### config.mk
export PLATFORM = sky130hd
export DESIGN_NAME = flash_pin_front
export DESIGN_NICKNAME = d
export VERILOG_FILES = /design/src/shared/flash_pin_pkg.sv /design/src/design/pin_sync.sv /design/src/design/flash_pin_front.sv
export VERILOG_INCLUDE_DIRS = /design/src /design/src/shared
export SDC_FILE = /design/constraint.sdc
export NUM_CORES = 1
export LEC_CHECK = 0
export ABC_CLOCK_PERIOD_IN_PS = 5500
export BUFFER_PORTS_ARGS = -buffer_cell sky130_fd_sc_hd__buf_2
export CORE_MARGIN = 4
export CORE_UTILIZATION = 60
export DETAILED_ROUTE_END_ITERATION = 8
export PLACE_DENSITY = 0.81
export SYNTH_ARGS = -nofsm -noshare
export SYNTH_HDL_FRONTEND = slang
export SYNTH_SLANG_ARGS = --single-unit
### constraint.sdc
create_clock -name mclk_in -period 5.5 [get_ports mclk_in]
set_clock_uncertainty 0.05 [all_clocks]
set_input_delay 1.1 -clock mclk_in [delete_from_list [all_inputs] [get_ports mclk_in]]
set_output_delay 1.1 -clock mclk_in [all_outputs]
set_load 0.05 [all_outputs]
### src/shared/flash_pin_defs.svh
/*
  timing counts and field layout for the serial flash pin front end.
  assumes a 100 mhz system clock; included by bare name.
*/
`ifndef FLASH_PIN_DEFS_SVH
`define FLASH_PIN_DEFS_SVH
`define BYTE_W            4'h8
`define BIT_CNT_W         3
`define SYNC_STAGES       3
`define CLK_PERIOD_NS     10
`define PWRUP_DELAY_NS    100000
`define PWRUP_DELAY_CYC   ((`PWRUP_DELAY_NS + `CLK_PERIOD_NS - 1) / `CLK_PERIOD_NS)
`endif

### src/shared/flash_pin_pkg.sv
/*
  types shared by the serial flash pin front end.
  assumes nothing of its surroundings.
*/
package flash_pin_pkg;
  // filtered pin levels travel together
  typedef struct packed {
    logic sel_n;
    logic sclk;
    logic din;
    logic pause_n;
    logic wprot_n;
  } pins_t;

  // command framing phase
  typedef enum logic [1:0] {
    PH_IDLE,
    PH_OPCODE,
    PH_BODY
  } phase_t;
endpackage : flash_pin_pkg

### src/design/pin_sync.sv
/*
  three-stage synchroniser for one asynchronous pin.
  assumes the pin may change at any time relative to mclk_in.
*/
`timescale 1ns/1ns
module pin_sync #(
  parameter logic RESET_LEVEL = 1'b1   // level shown during reset
) (
  // clock and reset
  input  wire logic mclk_in,
  input  wire logic rst_n_in,
  // pin and filtered level
  input  wire logic pin_in,
  output logic      level_out
);
  logic [2:0] stage_reg;   // stage 0 is read only by stage 1

  // shift chain
  always_ff @(posedge mclk_in)
  begin
    if (!rst_n_in)
      stage_reg <= {3{RESET_LEVEL}};
    else
      stage_reg <= {stage_reg[1:0], pin_in};
  end

  // a change counts only once stages 1 and 2 agree
  always_ff @(posedge mclk_in)
  begin
    if (!rst_n_in)
      level_out <= RESET_LEVEL;
    else if (stage_reg[1] == stage_reg[2])
      level_out <= stage_reg[2];
  end
endmodule : pin_sync

### src/design/flash_pin_front.sv
/*
  pin front end of a serial flash: samples the spi pins, frames commands,
  shifts bytes in and out, handles pause, write protect and supply lockout.
  assumes an external spi host in mode 0 or 3 and an array core behind.
*/
// How it works
// - sample data on rising clock, msb first
// - change output after falling clock, msb first
// - only modes 0 and 3 are served
// - select falling starts a new command
// - select rising completes or aborts command
// - output high impedance while deselected
// - pause freezes shifting, output high impedance
// - write protect pin blocks protected writes
// - low supply inhibits all array writes
`timescale 1ns/1ns
`include "flash_pin_defs.svh"
module flash_pin_front #(
  parameter int PWRUP_CYC = `PWRUP_DELAY_CYC   // power-up select delay, cycles
) (
  // clock and reset
  input  wire logic       mclk_in,
  input  wire logic       rst_n_in,
  // spi pins
  input  wire logic       sel_n_in,
  input  wire logic       sclk_in,
  input  wire logic       din_in,
  input  wire logic       pause_n_in,
  input  wire logic       wprot_n_in,
  output logic            dout_out,
  output logic            dout_oe_out,
  // supply monitor
  input  wire logic       supply_lockout_level_in,
  // core side
  output logic [7:0]      rx_byte_out,
  output logic            rx_valid_out,
  output logic            rx_opcode_out,
  output logic            cmd_start_out,
  output logic            cmd_end_out,
  output logic            cmd_abort_out,
  input  wire logic [7:0] tx_byte_in,
  output logic            tx_load_out,
  input  wire logic       write_req_in,
  input  wire logic       write_prot_in,
  output logic            write_grant_out,
  output logic            ready_out
);
  initial
  begin
    if (PWRUP_CYC < 1)
      $error("PWRUP_CYC must be at least one");
  end

  flash_pin_pkg::pins_t   pin_lvl;        // filtered pin levels
  flash_pin_pkg::pins_t   pin_prev_reg;   // previous filtered levels
  flash_pin_pkg::phase_t  phase_reg;      // framing phase
  logic [2:0]             bit_cnt_reg;    // bits received in this byte
  logic [7:0]             shin_reg;       // input shift register
  logic [7:0]             shout_reg;      // output shift register
  logic [31:0]            pwr_cnt_reg;    // power-up delay counter
  logic                   paused_reg;     // pause in force
  logic                   rise, fall, sel_fall, sel_rise, active;

  // one synchroniser per pin
  pin_sync #(.RESET_LEVEL(1'b1)) u_sel (.mclk_in(mclk_in), .rst_n_in(rst_n_in),
    .pin_in(sel_n_in), .level_out(pin_lvl.sel_n));
  pin_sync #(.RESET_LEVEL(1'b0)) u_clk (.mclk_in(mclk_in), .rst_n_in(rst_n_in),
    .pin_in(sclk_in), .level_out(pin_lvl.sclk));
  pin_sync #(.RESET_LEVEL(1'b0)) u_din (.mclk_in(mclk_in), .rst_n_in(rst_n_in),
    .pin_in(din_in), .level_out(pin_lvl.din));
  pin_sync #(.RESET_LEVEL(1'b1)) u_hld (.mclk_in(mclk_in), .rst_n_in(rst_n_in),
    .pin_in(pause_n_in), .level_out(pin_lvl.pause_n));
  pin_sync #(.RESET_LEVEL(1'b1)) u_wp (.mclk_in(mclk_in), .rst_n_in(rst_n_in),
    .pin_in(wprot_n_in), .level_out(pin_lvl.wprot_n));

  // edge history
  always_ff @(posedge mclk_in)
  begin
    if (!rst_n_in)
      pin_prev_reg <= '{sel_n: 1'b1, sclk: 1'b0, din: 1'b0, pause_n: 1'b1, wprot_n: 1'b1};
    else
      pin_prev_reg <= pin_lvl;
  end

  assign sel_fall = pin_prev_reg.sel_n & ~pin_lvl.sel_n;
  assign sel_rise = ~pin_prev_reg.sel_n & pin_lvl.sel_n;
  // edges only count while selected and not paused
  assign active   = ~pin_lvl.sel_n & ~paused_reg & ready_out;
  assign rise     = active & ~pin_prev_reg.sclk & pin_lvl.sclk;
  assign fall     = active & pin_prev_reg.sclk & ~pin_lvl.sclk;

  // power-up delay; selects before it are ignored
  always_ff @(posedge mclk_in)
  begin
    if (!rst_n_in)
      pwr_cnt_reg <= 32'h0;
    else if (pwr_cnt_reg < 32'(PWRUP_CYC))
      pwr_cnt_reg <= pwr_cnt_reg + 32'h1;
  end
  assign ready_out = (pwr_cnt_reg >= 32'(PWRUP_CYC));

  // pause only while selected; taken at any clock level
  always_ff @(posedge mclk_in)
  begin
    if (!rst_n_in)
      paused_reg <= 1'b0;
    else if (pin_lvl.sel_n)
      paused_reg <= 1'b0;
    else
      paused_reg <= ~pin_lvl.pause_n;
  end

  // command framing
  always_ff @(posedge mclk_in)
  begin
    if (!rst_n_in)
      phase_reg <= flash_pin_pkg::PH_IDLE;
    else if (pin_lvl.sel_n || !ready_out)
      phase_reg <= flash_pin_pkg::PH_IDLE;
    else
    begin
      case (phase_reg)
        flash_pin_pkg::PH_IDLE:
          if (sel_fall)
            phase_reg <= flash_pin_pkg::PH_OPCODE;
        flash_pin_pkg::PH_OPCODE:
          if (rise && bit_cnt_reg == 3'h7)
            phase_reg <= flash_pin_pkg::PH_BODY;
        flash_pin_pkg::PH_BODY:
          phase_reg <= flash_pin_pkg::PH_BODY;
        default:
          phase_reg <= flash_pin_pkg::PH_IDLE;
      endcase
    end
  end

  // input shifting on rising edges, msb first
  always_ff @(posedge mclk_in)
  begin
    if (!rst_n_in)
    begin
      bit_cnt_reg <= 3'h0;
      shin_reg    <= 8'h00;
    end
    else if (pin_lvl.sel_n)
      bit_cnt_reg <= 3'h0;
    else if (rise && phase_reg != flash_pin_pkg::PH_IDLE)
    begin
      shin_reg    <= {shin_reg[6:0], pin_lvl.din};
      bit_cnt_reg <= bit_cnt_reg + 3'h1;
    end
  end

  // byte delivery to the core
  always_ff @(posedge mclk_in)
  begin
    if (!rst_n_in)
    begin
      rx_byte_out   <= 8'h00;
      rx_valid_out  <= 1'b0;
      rx_opcode_out <= 1'b0;
    end
    else
    begin
      rx_valid_out <= 1'b0;
      if (rise && phase_reg != flash_pin_pkg::PH_IDLE && bit_cnt_reg == 3'h7)
      begin
        rx_byte_out   <= {shin_reg[6:0], pin_lvl.din};
        rx_valid_out  <= 1'b1;
        rx_opcode_out <= (phase_reg == flash_pin_pkg::PH_OPCODE);
      end
    end
  end

  // framing strobes; a select rise mid-byte is an abort
  always_ff @(posedge mclk_in)
  begin
    if (!rst_n_in)
    begin
      cmd_start_out <= 1'b0;
      cmd_end_out   <= 1'b0;
      cmd_abort_out <= 1'b0;
    end
    else
    begin
      cmd_start_out <= sel_fall && ready_out && phase_reg == flash_pin_pkg::PH_IDLE;
      cmd_end_out   <= sel_rise && phase_reg == flash_pin_pkg::PH_BODY
                       && bit_cnt_reg == 3'h0;
      cmd_abort_out <= sel_rise && phase_reg != flash_pin_pkg::PH_IDLE
                       && !(phase_reg == flash_pin_pkg::PH_BODY && bit_cnt_reg == 3'h0);
    end
  end

  // output shifting on falling edges; new byte at byte boundary
  always_ff @(posedge mclk_in)
  begin
    if (!rst_n_in)
    begin
      shout_reg   <= 8'h00;
      dout_out    <= 1'b0;
      tx_load_out <= 1'b0;
    end
    else
    begin
      tx_load_out <= 1'b0;
      if (fall && phase_reg == flash_pin_pkg::PH_BODY)
      begin
        if (bit_cnt_reg == 3'h0)
        begin
          dout_out    <= tx_byte_in[7];
          shout_reg   <= {tx_byte_in[6:0], 1'b0};
          tx_load_out <= 1'b1;
        end
        else
        begin
          dout_out  <= shout_reg[7];
          shout_reg <= {shout_reg[6:0], 1'b0};
        end
      end
    end
  end

  // drive only while selected and not paused
  assign dout_oe_out = ~pin_lvl.sel_n & ~paused_reg & ready_out;

  // write gating: protect pin and supply lockout
  always_ff @(posedge mclk_in)
  begin
    if (!rst_n_in)
      write_grant_out <= 1'b0;
    else
      write_grant_out <= write_req_in
                         && !(write_prot_in && !pin_lvl.wprot_n)
                         && !supply_lockout_level_in
                         && ready_out;
  end

  // bit counter frozen during pause
  a_pause_freeze: assert property (@(posedge mclk_in) disable iff (!rst_n_in)
    paused_reg && !pin_lvl.sel_n |=> $stable(bit_cnt_reg))
    else $error("bit count moved during pause");
  a_deselect_hiz: assert property (@(posedge mclk_in) disable iff (!rst_n_in)
    pin_lvl.sel_n |-> !dout_oe_out)
    else $error("output driven while deselected");
  a_rise_sample: assert property (@(posedge mclk_in) disable iff (!rst_n_in)
    rise && phase_reg != flash_pin_pkg::PH_IDLE |=> shin_reg[0] == $past(pin_lvl.din))
    else $error("data not sampled on rise");
  a_dout_fall: assert property (@(posedge mclk_in) disable iff (!rst_n_in)
    !$past(fall) |-> $stable(dout_out))
    else $error("output changed without falling edge");
  a_deselect_clear: assert property (@(posedge mclk_in) disable iff (!rst_n_in)
    pin_lvl.sel_n |=> bit_cnt_reg == 3'h0 && phase_reg == flash_pin_pkg::PH_IDLE)
    else $error("counter not cleared on deselect");
  a_start_strobe: assert property (@(posedge mclk_in) disable iff (!rst_n_in)
    sel_fall && ready_out && phase_reg == flash_pin_pkg::PH_IDLE |=> cmd_start_out)
    else $error("no start on select fall");
  a_lockout_block: assert property (@(posedge mclk_in) disable iff (!rst_n_in)
    supply_lockout_level_in |=> !write_grant_out)
    else $error("write granted at low supply");
  a_wprot_block: assert property (@(posedge mclk_in) disable iff (!rst_n_in)
    write_prot_in && !pin_lvl.wprot_n |=> !write_grant_out)
    else $error("protected write granted");
  a_end_or_abort: assert property (@(posedge mclk_in) disable iff (!rst_n_in)
    sel_rise && phase_reg != flash_pin_pkg::PH_IDLE |=> cmd_end_out ^ cmd_abort_out)
    else $error("select rise neither ended nor aborted");
endmodule : flash_pin_front

Word level (Yosys, flattened, before mapping)
Index checks and enable logic that the tools add are counted.
{ "op_classes": {"add_sub_neg": 2, "magnitude_cmp": 2, "eq_ne": 10, "n_mux": 7, "bitwise": 15, "n_reduce_logical": 29} }
{ "op_table": {"columns": ["op", "count"], "rows": [
  ["adder 32 x 1 -> 32 bit (second input constant)", 1],
  ["greater-or-equal comparator 32 x 14 -> 1 bit (second input constant)", 1],
  ["< comparator 32 x 14 -> 1 bit (second input constant)", 1],
  ["logical AND 1 bit", 15],
  ["AND 1 bit", 8],
  ["two-way mux 8 bit", 1],
  ["inverter 1 bit", 7],
  ["case mux 2 bit (3 select lines)", 1],
  ["AND reduction 2 bit", 3],
  ["== test 1 bit", 5],
  ["zero test 1 bit", 5],
  ["two-way mux 2 bit", 2],
  ["inequality test 2 bit (second input constant)", 2],
  ["OR reduction 2 bit", 2],
  ["adder 3 x 1 -> 3 bit (second input constant)", 1],
  ["== test 3 bit (second input constant)", 1],
  ["zero test 3 bit", 1],
  ["two-way mux 1 bit", 3],
  ["== test 2 x 1 -> 1 bit (second input constant)", 1],
  ["== test 2 bit (second input constant)", 1],
  ["zero test 2 bit", 1],
  ["nonzero test 2 bit", 1],
  ["logical OR 1 bit", 1]
]} }
{ "totals": {"reg_bits": 91, "inputBits": 18, "output_inout_bits": 18, "elab_cells": 92} }

Logic depth before layout (Yosys ltp)
{ "logic_depth": {"depth_word": 8, "mapped_depth": 7, "mapped_depth_nobuf": 6} }

By module
Synthesis repeated with hierarchy kept, for this count alone.
{ "unflattened": {"hier_cells": 339, "hier_area_um2": 3347.0} }
{ "modules_own_cells": {"columns": ["mod", "n_inst", "cells_per_inst", "area_each_um2", "seq_area_each_um2"], "rows": [
  ["flash_pin_front", 1, 289, 2776.4, 1401.3],
  ["pin_sync (u_hld ...)", 3, 10, 112.6, 80.1],
  ["pin_sync (u_clk ...)", 2, 10, 116.4, 80.1]
]} }

Worst setup path after synthesis
OpenSTA, ideal clock, no wires.
{ "synth_path": {"path_type": "register to output", "startpoint": "reg pwr_cnt_reg[4]", "endpoint": "out dout_oe_out", "arrival_time_ns": 1.881, "t_required_ns": 4.350, "slack_ns": 2.469, "stages_incl_launch_ff": 6, "path_buffers": 1, "path_cell_list": "dfxtp_1 -> or4_1 -> and4_4 -> o31ai_2 -> inv_1 -> clkbuf_1"} }
{ "synth_via": {"elab_chain_len": 2} }
{ "synth_rtl": {"columns": ["element", "line", "text"], "rows": [
  ["start: declaration", "flash_pin_front.sv:60", "logic [31:0] pwr_cnt_reg;"],
  ["start signal: assignment", "flash_pin_front.sv:98", "pwr_cnt_reg <= pwr_cnt_reg + 32'h1;"],
  ["greater-or-equal comparator 32 x 14 -> 1 bit", "flash_pin_front.sv:100", "assign ready_out = (pwr_cnt_reg >= 32'(PWRUP_CYC));"],
  ["AND 1 bit", "flash_pin_front.sv:224", "assign dout_oe_out = ~pin_lvl.sel_n & ~paused_reg & ready_out;"],
  ["end: declaration", "flash_pin_front.sv:31", "output logic dout_oe_out,"]
]} }
No other way between the ends.

Final worst setup path
Same ends and word-level chain as after synthesis.

==> impl_metrics.py <==
metrics = {
    "die": {
        "num_rows": 27,
        "die_h_um": 83.25,
        "num_io_pins": 36,
        "die_area_um2": 6930,
        "core_region_area_um2": 5507,
        "die_w_um": 83.25,
        "initial_core_util": 0.6169,
    },
    "grt": {
        "grt_pass1_vias": 2413,
        "grt_usage": 0.1832,
        "grt_first_pass_wirelength_mm": 10.54,
        "antenna_found_initial": 0,
        "grt_max_degree": 76,
        "gr-total-overflow": 0,
    },
    "synth": {
        "synth.most_common_cell": "dfxtp_1",
        "synth_common_cells": "dfxtp_1, nand2_1, mux2i_1",
        "synth_top_area_share": 0.5304,
        "synth_ff_type": "dfxtp_1",
        "async_flop_share": 0,
        "synth_area_per_cell_um2": 9.790,
        "synth_edf_count": 0,
        "synth_nets": 373,
        "syn_area_um2": 3397,
        "seq_area_frac_synth": 0.5304,
        "yosys.cell_types.count": 42,
        "synth_seq_cells": 90,
        "synthTopCellsByArea": "dfxtp_1, mux2i_1, and2_1",
        "syn_inst": 347,
        "yosysTopAreaCell": "dfxtp_1",
        "ys_warn_count": 0,
    },
    "critical_path": {
        "reg2reg_depth": 6,
        "crit_fanout": 13,
        "start_kind": "flip-flop",
        "required_ns": 4.35,
        "critPathBufInv": 2,
        "cp-end-kind": "output pin",
        "critPathMaxStageDelay_ns": 0.54,
        "r2r-start": "pwr_cnt_reg[4]",
        "crit_chain": "or4_1 -> and4_4 -> o31ai_2 -> inv_1 -> buf_2",
        "cpMaxStageDelayCell": "or4_1",
        "arrival_ns": 2.42,
        "worstReg2RegEnd": "phase_reg[0]",
        "crit_type": "reg -> out",
        "critPathTopFamily": "simple AND/OR/NAND/NOR gates",
        "rrSetupSlack_ns": 2.75,
    },
    "sta": {
        "finalCriticalPeriod_ns": 3.567,
        "slew_headroom": 0.2991,
        "hold_viol": 0,
        "drv_slew": 0,
        "post-route-period-util": 0.6485,
        "rsz0062_at_grt": "false",
        "setup_slack_ns": 1.933,
        "worst_slew_pin_slew_ns": 1.043,
        "setup_viol": 0,
        "fin_tns_setup_ns": 0,
        "fmax_ghz": 0.2804,
    },
    "hold_path": {
        "min_to": "u_hld.stage_reg[1]",
        "min_path_cells": 1,
        "hold_path_class": "reg -> reg",
        "hp-start": "u_hld.stage_reg[0]",
    },
    "cells_and_area": {
        "multiInputGateArea_um2": 1476,
        "largest_reg_flops": 32,
        "antenna_cells": 0,
        "fin_util": 0.6901,
        "nNetsFinal": 404,
        "final_cells": 455,
        "nFillCells": 429,
        "area_growth_pct": 11.86,
        "layout-drive-gt1-share": 0.1540,
        "regArea_um2": 1802,
    },
    "clock_network": {
        "cts_tree": "built",
        "clk_latency_ns": 0.34,
        "cts_buffer_depth": 2,
        "cts_hold_buf": 0,
        "cts.sinks": 90,
        "clk_pin_slew_ns": 0.08,
        "cts_made_buffers": 9,
        "h-tree-depth": 3,
        "cts-root-buf": "clkbuf_8",
        "cts_setup_buffers": 0,
        "cts_resized": 0,
    },
    "detailed_routing": {
        "top_layer": "met4",
        "first_pass_iters": 4,
        "wl_met2_mm": 2.825,
        "drt_iter0_markers": 133,
        "via_per_inst": 5.448,
        "drc_errors": 0,
        "wl_met3_um": 287,
        "final_antenna_net_count": 0,
        "m1WireLength_mm": 2.875,
        "vias": 2479,
        "totalWireLength_mm": 6.042,
        "wire_per_inst_um": 13.28,
    },
    "power": {
        "p_leak_nw": 1.654,
        "p_per_area_nw_per_um2": 297.2,
        "power.total_w": 0.001129,
        "ir_drop_v": 0.0002427,
    },
    "placement": {
        "dp_hpwl_mm": 4.098,
        "port_buffers": 35,
        "gp_congestion": 0.8300,
        "pre_cts_ws_ns": 2.308,
        "dp.cells": 439,
    },
    "status": {
        "status": "complete, no violations",
    },
    "job": {
        "drv_cap": 0,
    },
}
==> power by group <==
part	switching, W	internal (W)
clock network	0.000217	0.000223
logic	0.0000162	0.0000115
registers	0.00000419	0.000657
total	0.000238	0.000892
==> layer usage <==
layer,global-route usage,vias up
li1,-,1262
met1,0.2376,1160
met2,0.2959,52
met3,0.04861,5
met4,0.06241,0
met5,0,-
==> worst max-delay path by stage <==
stage / from / to / cells after the start
2_1_floorplan: pwr_cnt_reg[4] / dout_oe_out / 5
3_3_place_gp: pwr_cnt_reg[4] / dout_oe_out / 5
3_5_place_dp: pwr_cnt_reg[4] / dout_oe_out / 5
4_1_cts: pwr_cnt_reg[4] / dout_oe_out / 5
5_1_grt: pwr_cnt_reg[4] / dout_oe_out / 5
6_report: pwr_cnt_reg[4] / dout_oe_out / 5
==> metrics by stage <==
| stage | cell area (um2) | hold WS, ns |
|---|---|---|
| 6_report | 3800 | 0.3623 |
| 5_1_grt | 3800 | 0.3779 |
| 4_1_cts | 3800 | 0.3620 |
| 3_5_place_dp | 3603 | 0.3417 |
| 2_1_floorplan | 3397 | 0.3363 |
| 3_3_place_gp | 3603 | 0.3421 |
==> cells by family after synthesis <==
logic type / count (synthesis) / synth area share
multiplexers: 26 / 0.07661
flip-flops: 90 / 0.5304
buffers and inverters: 30 / 0.03499
AND/OR/NAND/NOR: 136 / 0.2158
adder cells (fa/ha/maj): 8 / 0.02947
XOR/XNOR: 2 / 0.005157
AO/OA/AOI/OAI: 55 / 0.1076
==> cell usage in the layout, fill, tap and decap left out, types with 2 or more instances in the layout <==
cell type / n
mux2i_1: 26
nand4b_1: 2
o21ai_0: 11
or2_2: 2
a21oi_1: 19
nor3_1: 3
nand2_1: 35
or4_1: 3
ha_1: 8
clkbuf_1: 2
o2111a_1: 2
dfxtp_1: 90
and2_1: 25
inv_1: 12
o311ai_0: 2
buf_2: 35
a211oi_1: 6
nand2b_1: 18
o31ai_1: 3
and4_1: 2
clkbuf_8: 10
nor2_1: 17
and3_1: 6
nor4_1: 4
nand3_1: 10
a31o_2: 3
nand4_1: 6
o41ai_1: 3
==> worst register-to-register path, stage by stage (launching register included) <==
cell and delay, ns:
dfxtp_1 0.34, or4_1 0.54, and4_4 0.22, o31ai_2 0.38
inv_1 0.30, nand3_1 0.59, o2111a_1 0.28
==> layout make-up <==
cell class / instances / area share
clock buffer: 12 / 0.03820
clock inverter: 4 / 0.01350
inverter: 14 / 0.01383
multi-input combinational: 227 / 0.3885
sequential: 90 / 0.4742
tap: 72 / 0.02371
timing repair buffer: 36 / 0.04807
No activity file was read; power rests on OpenSTA's default activity.
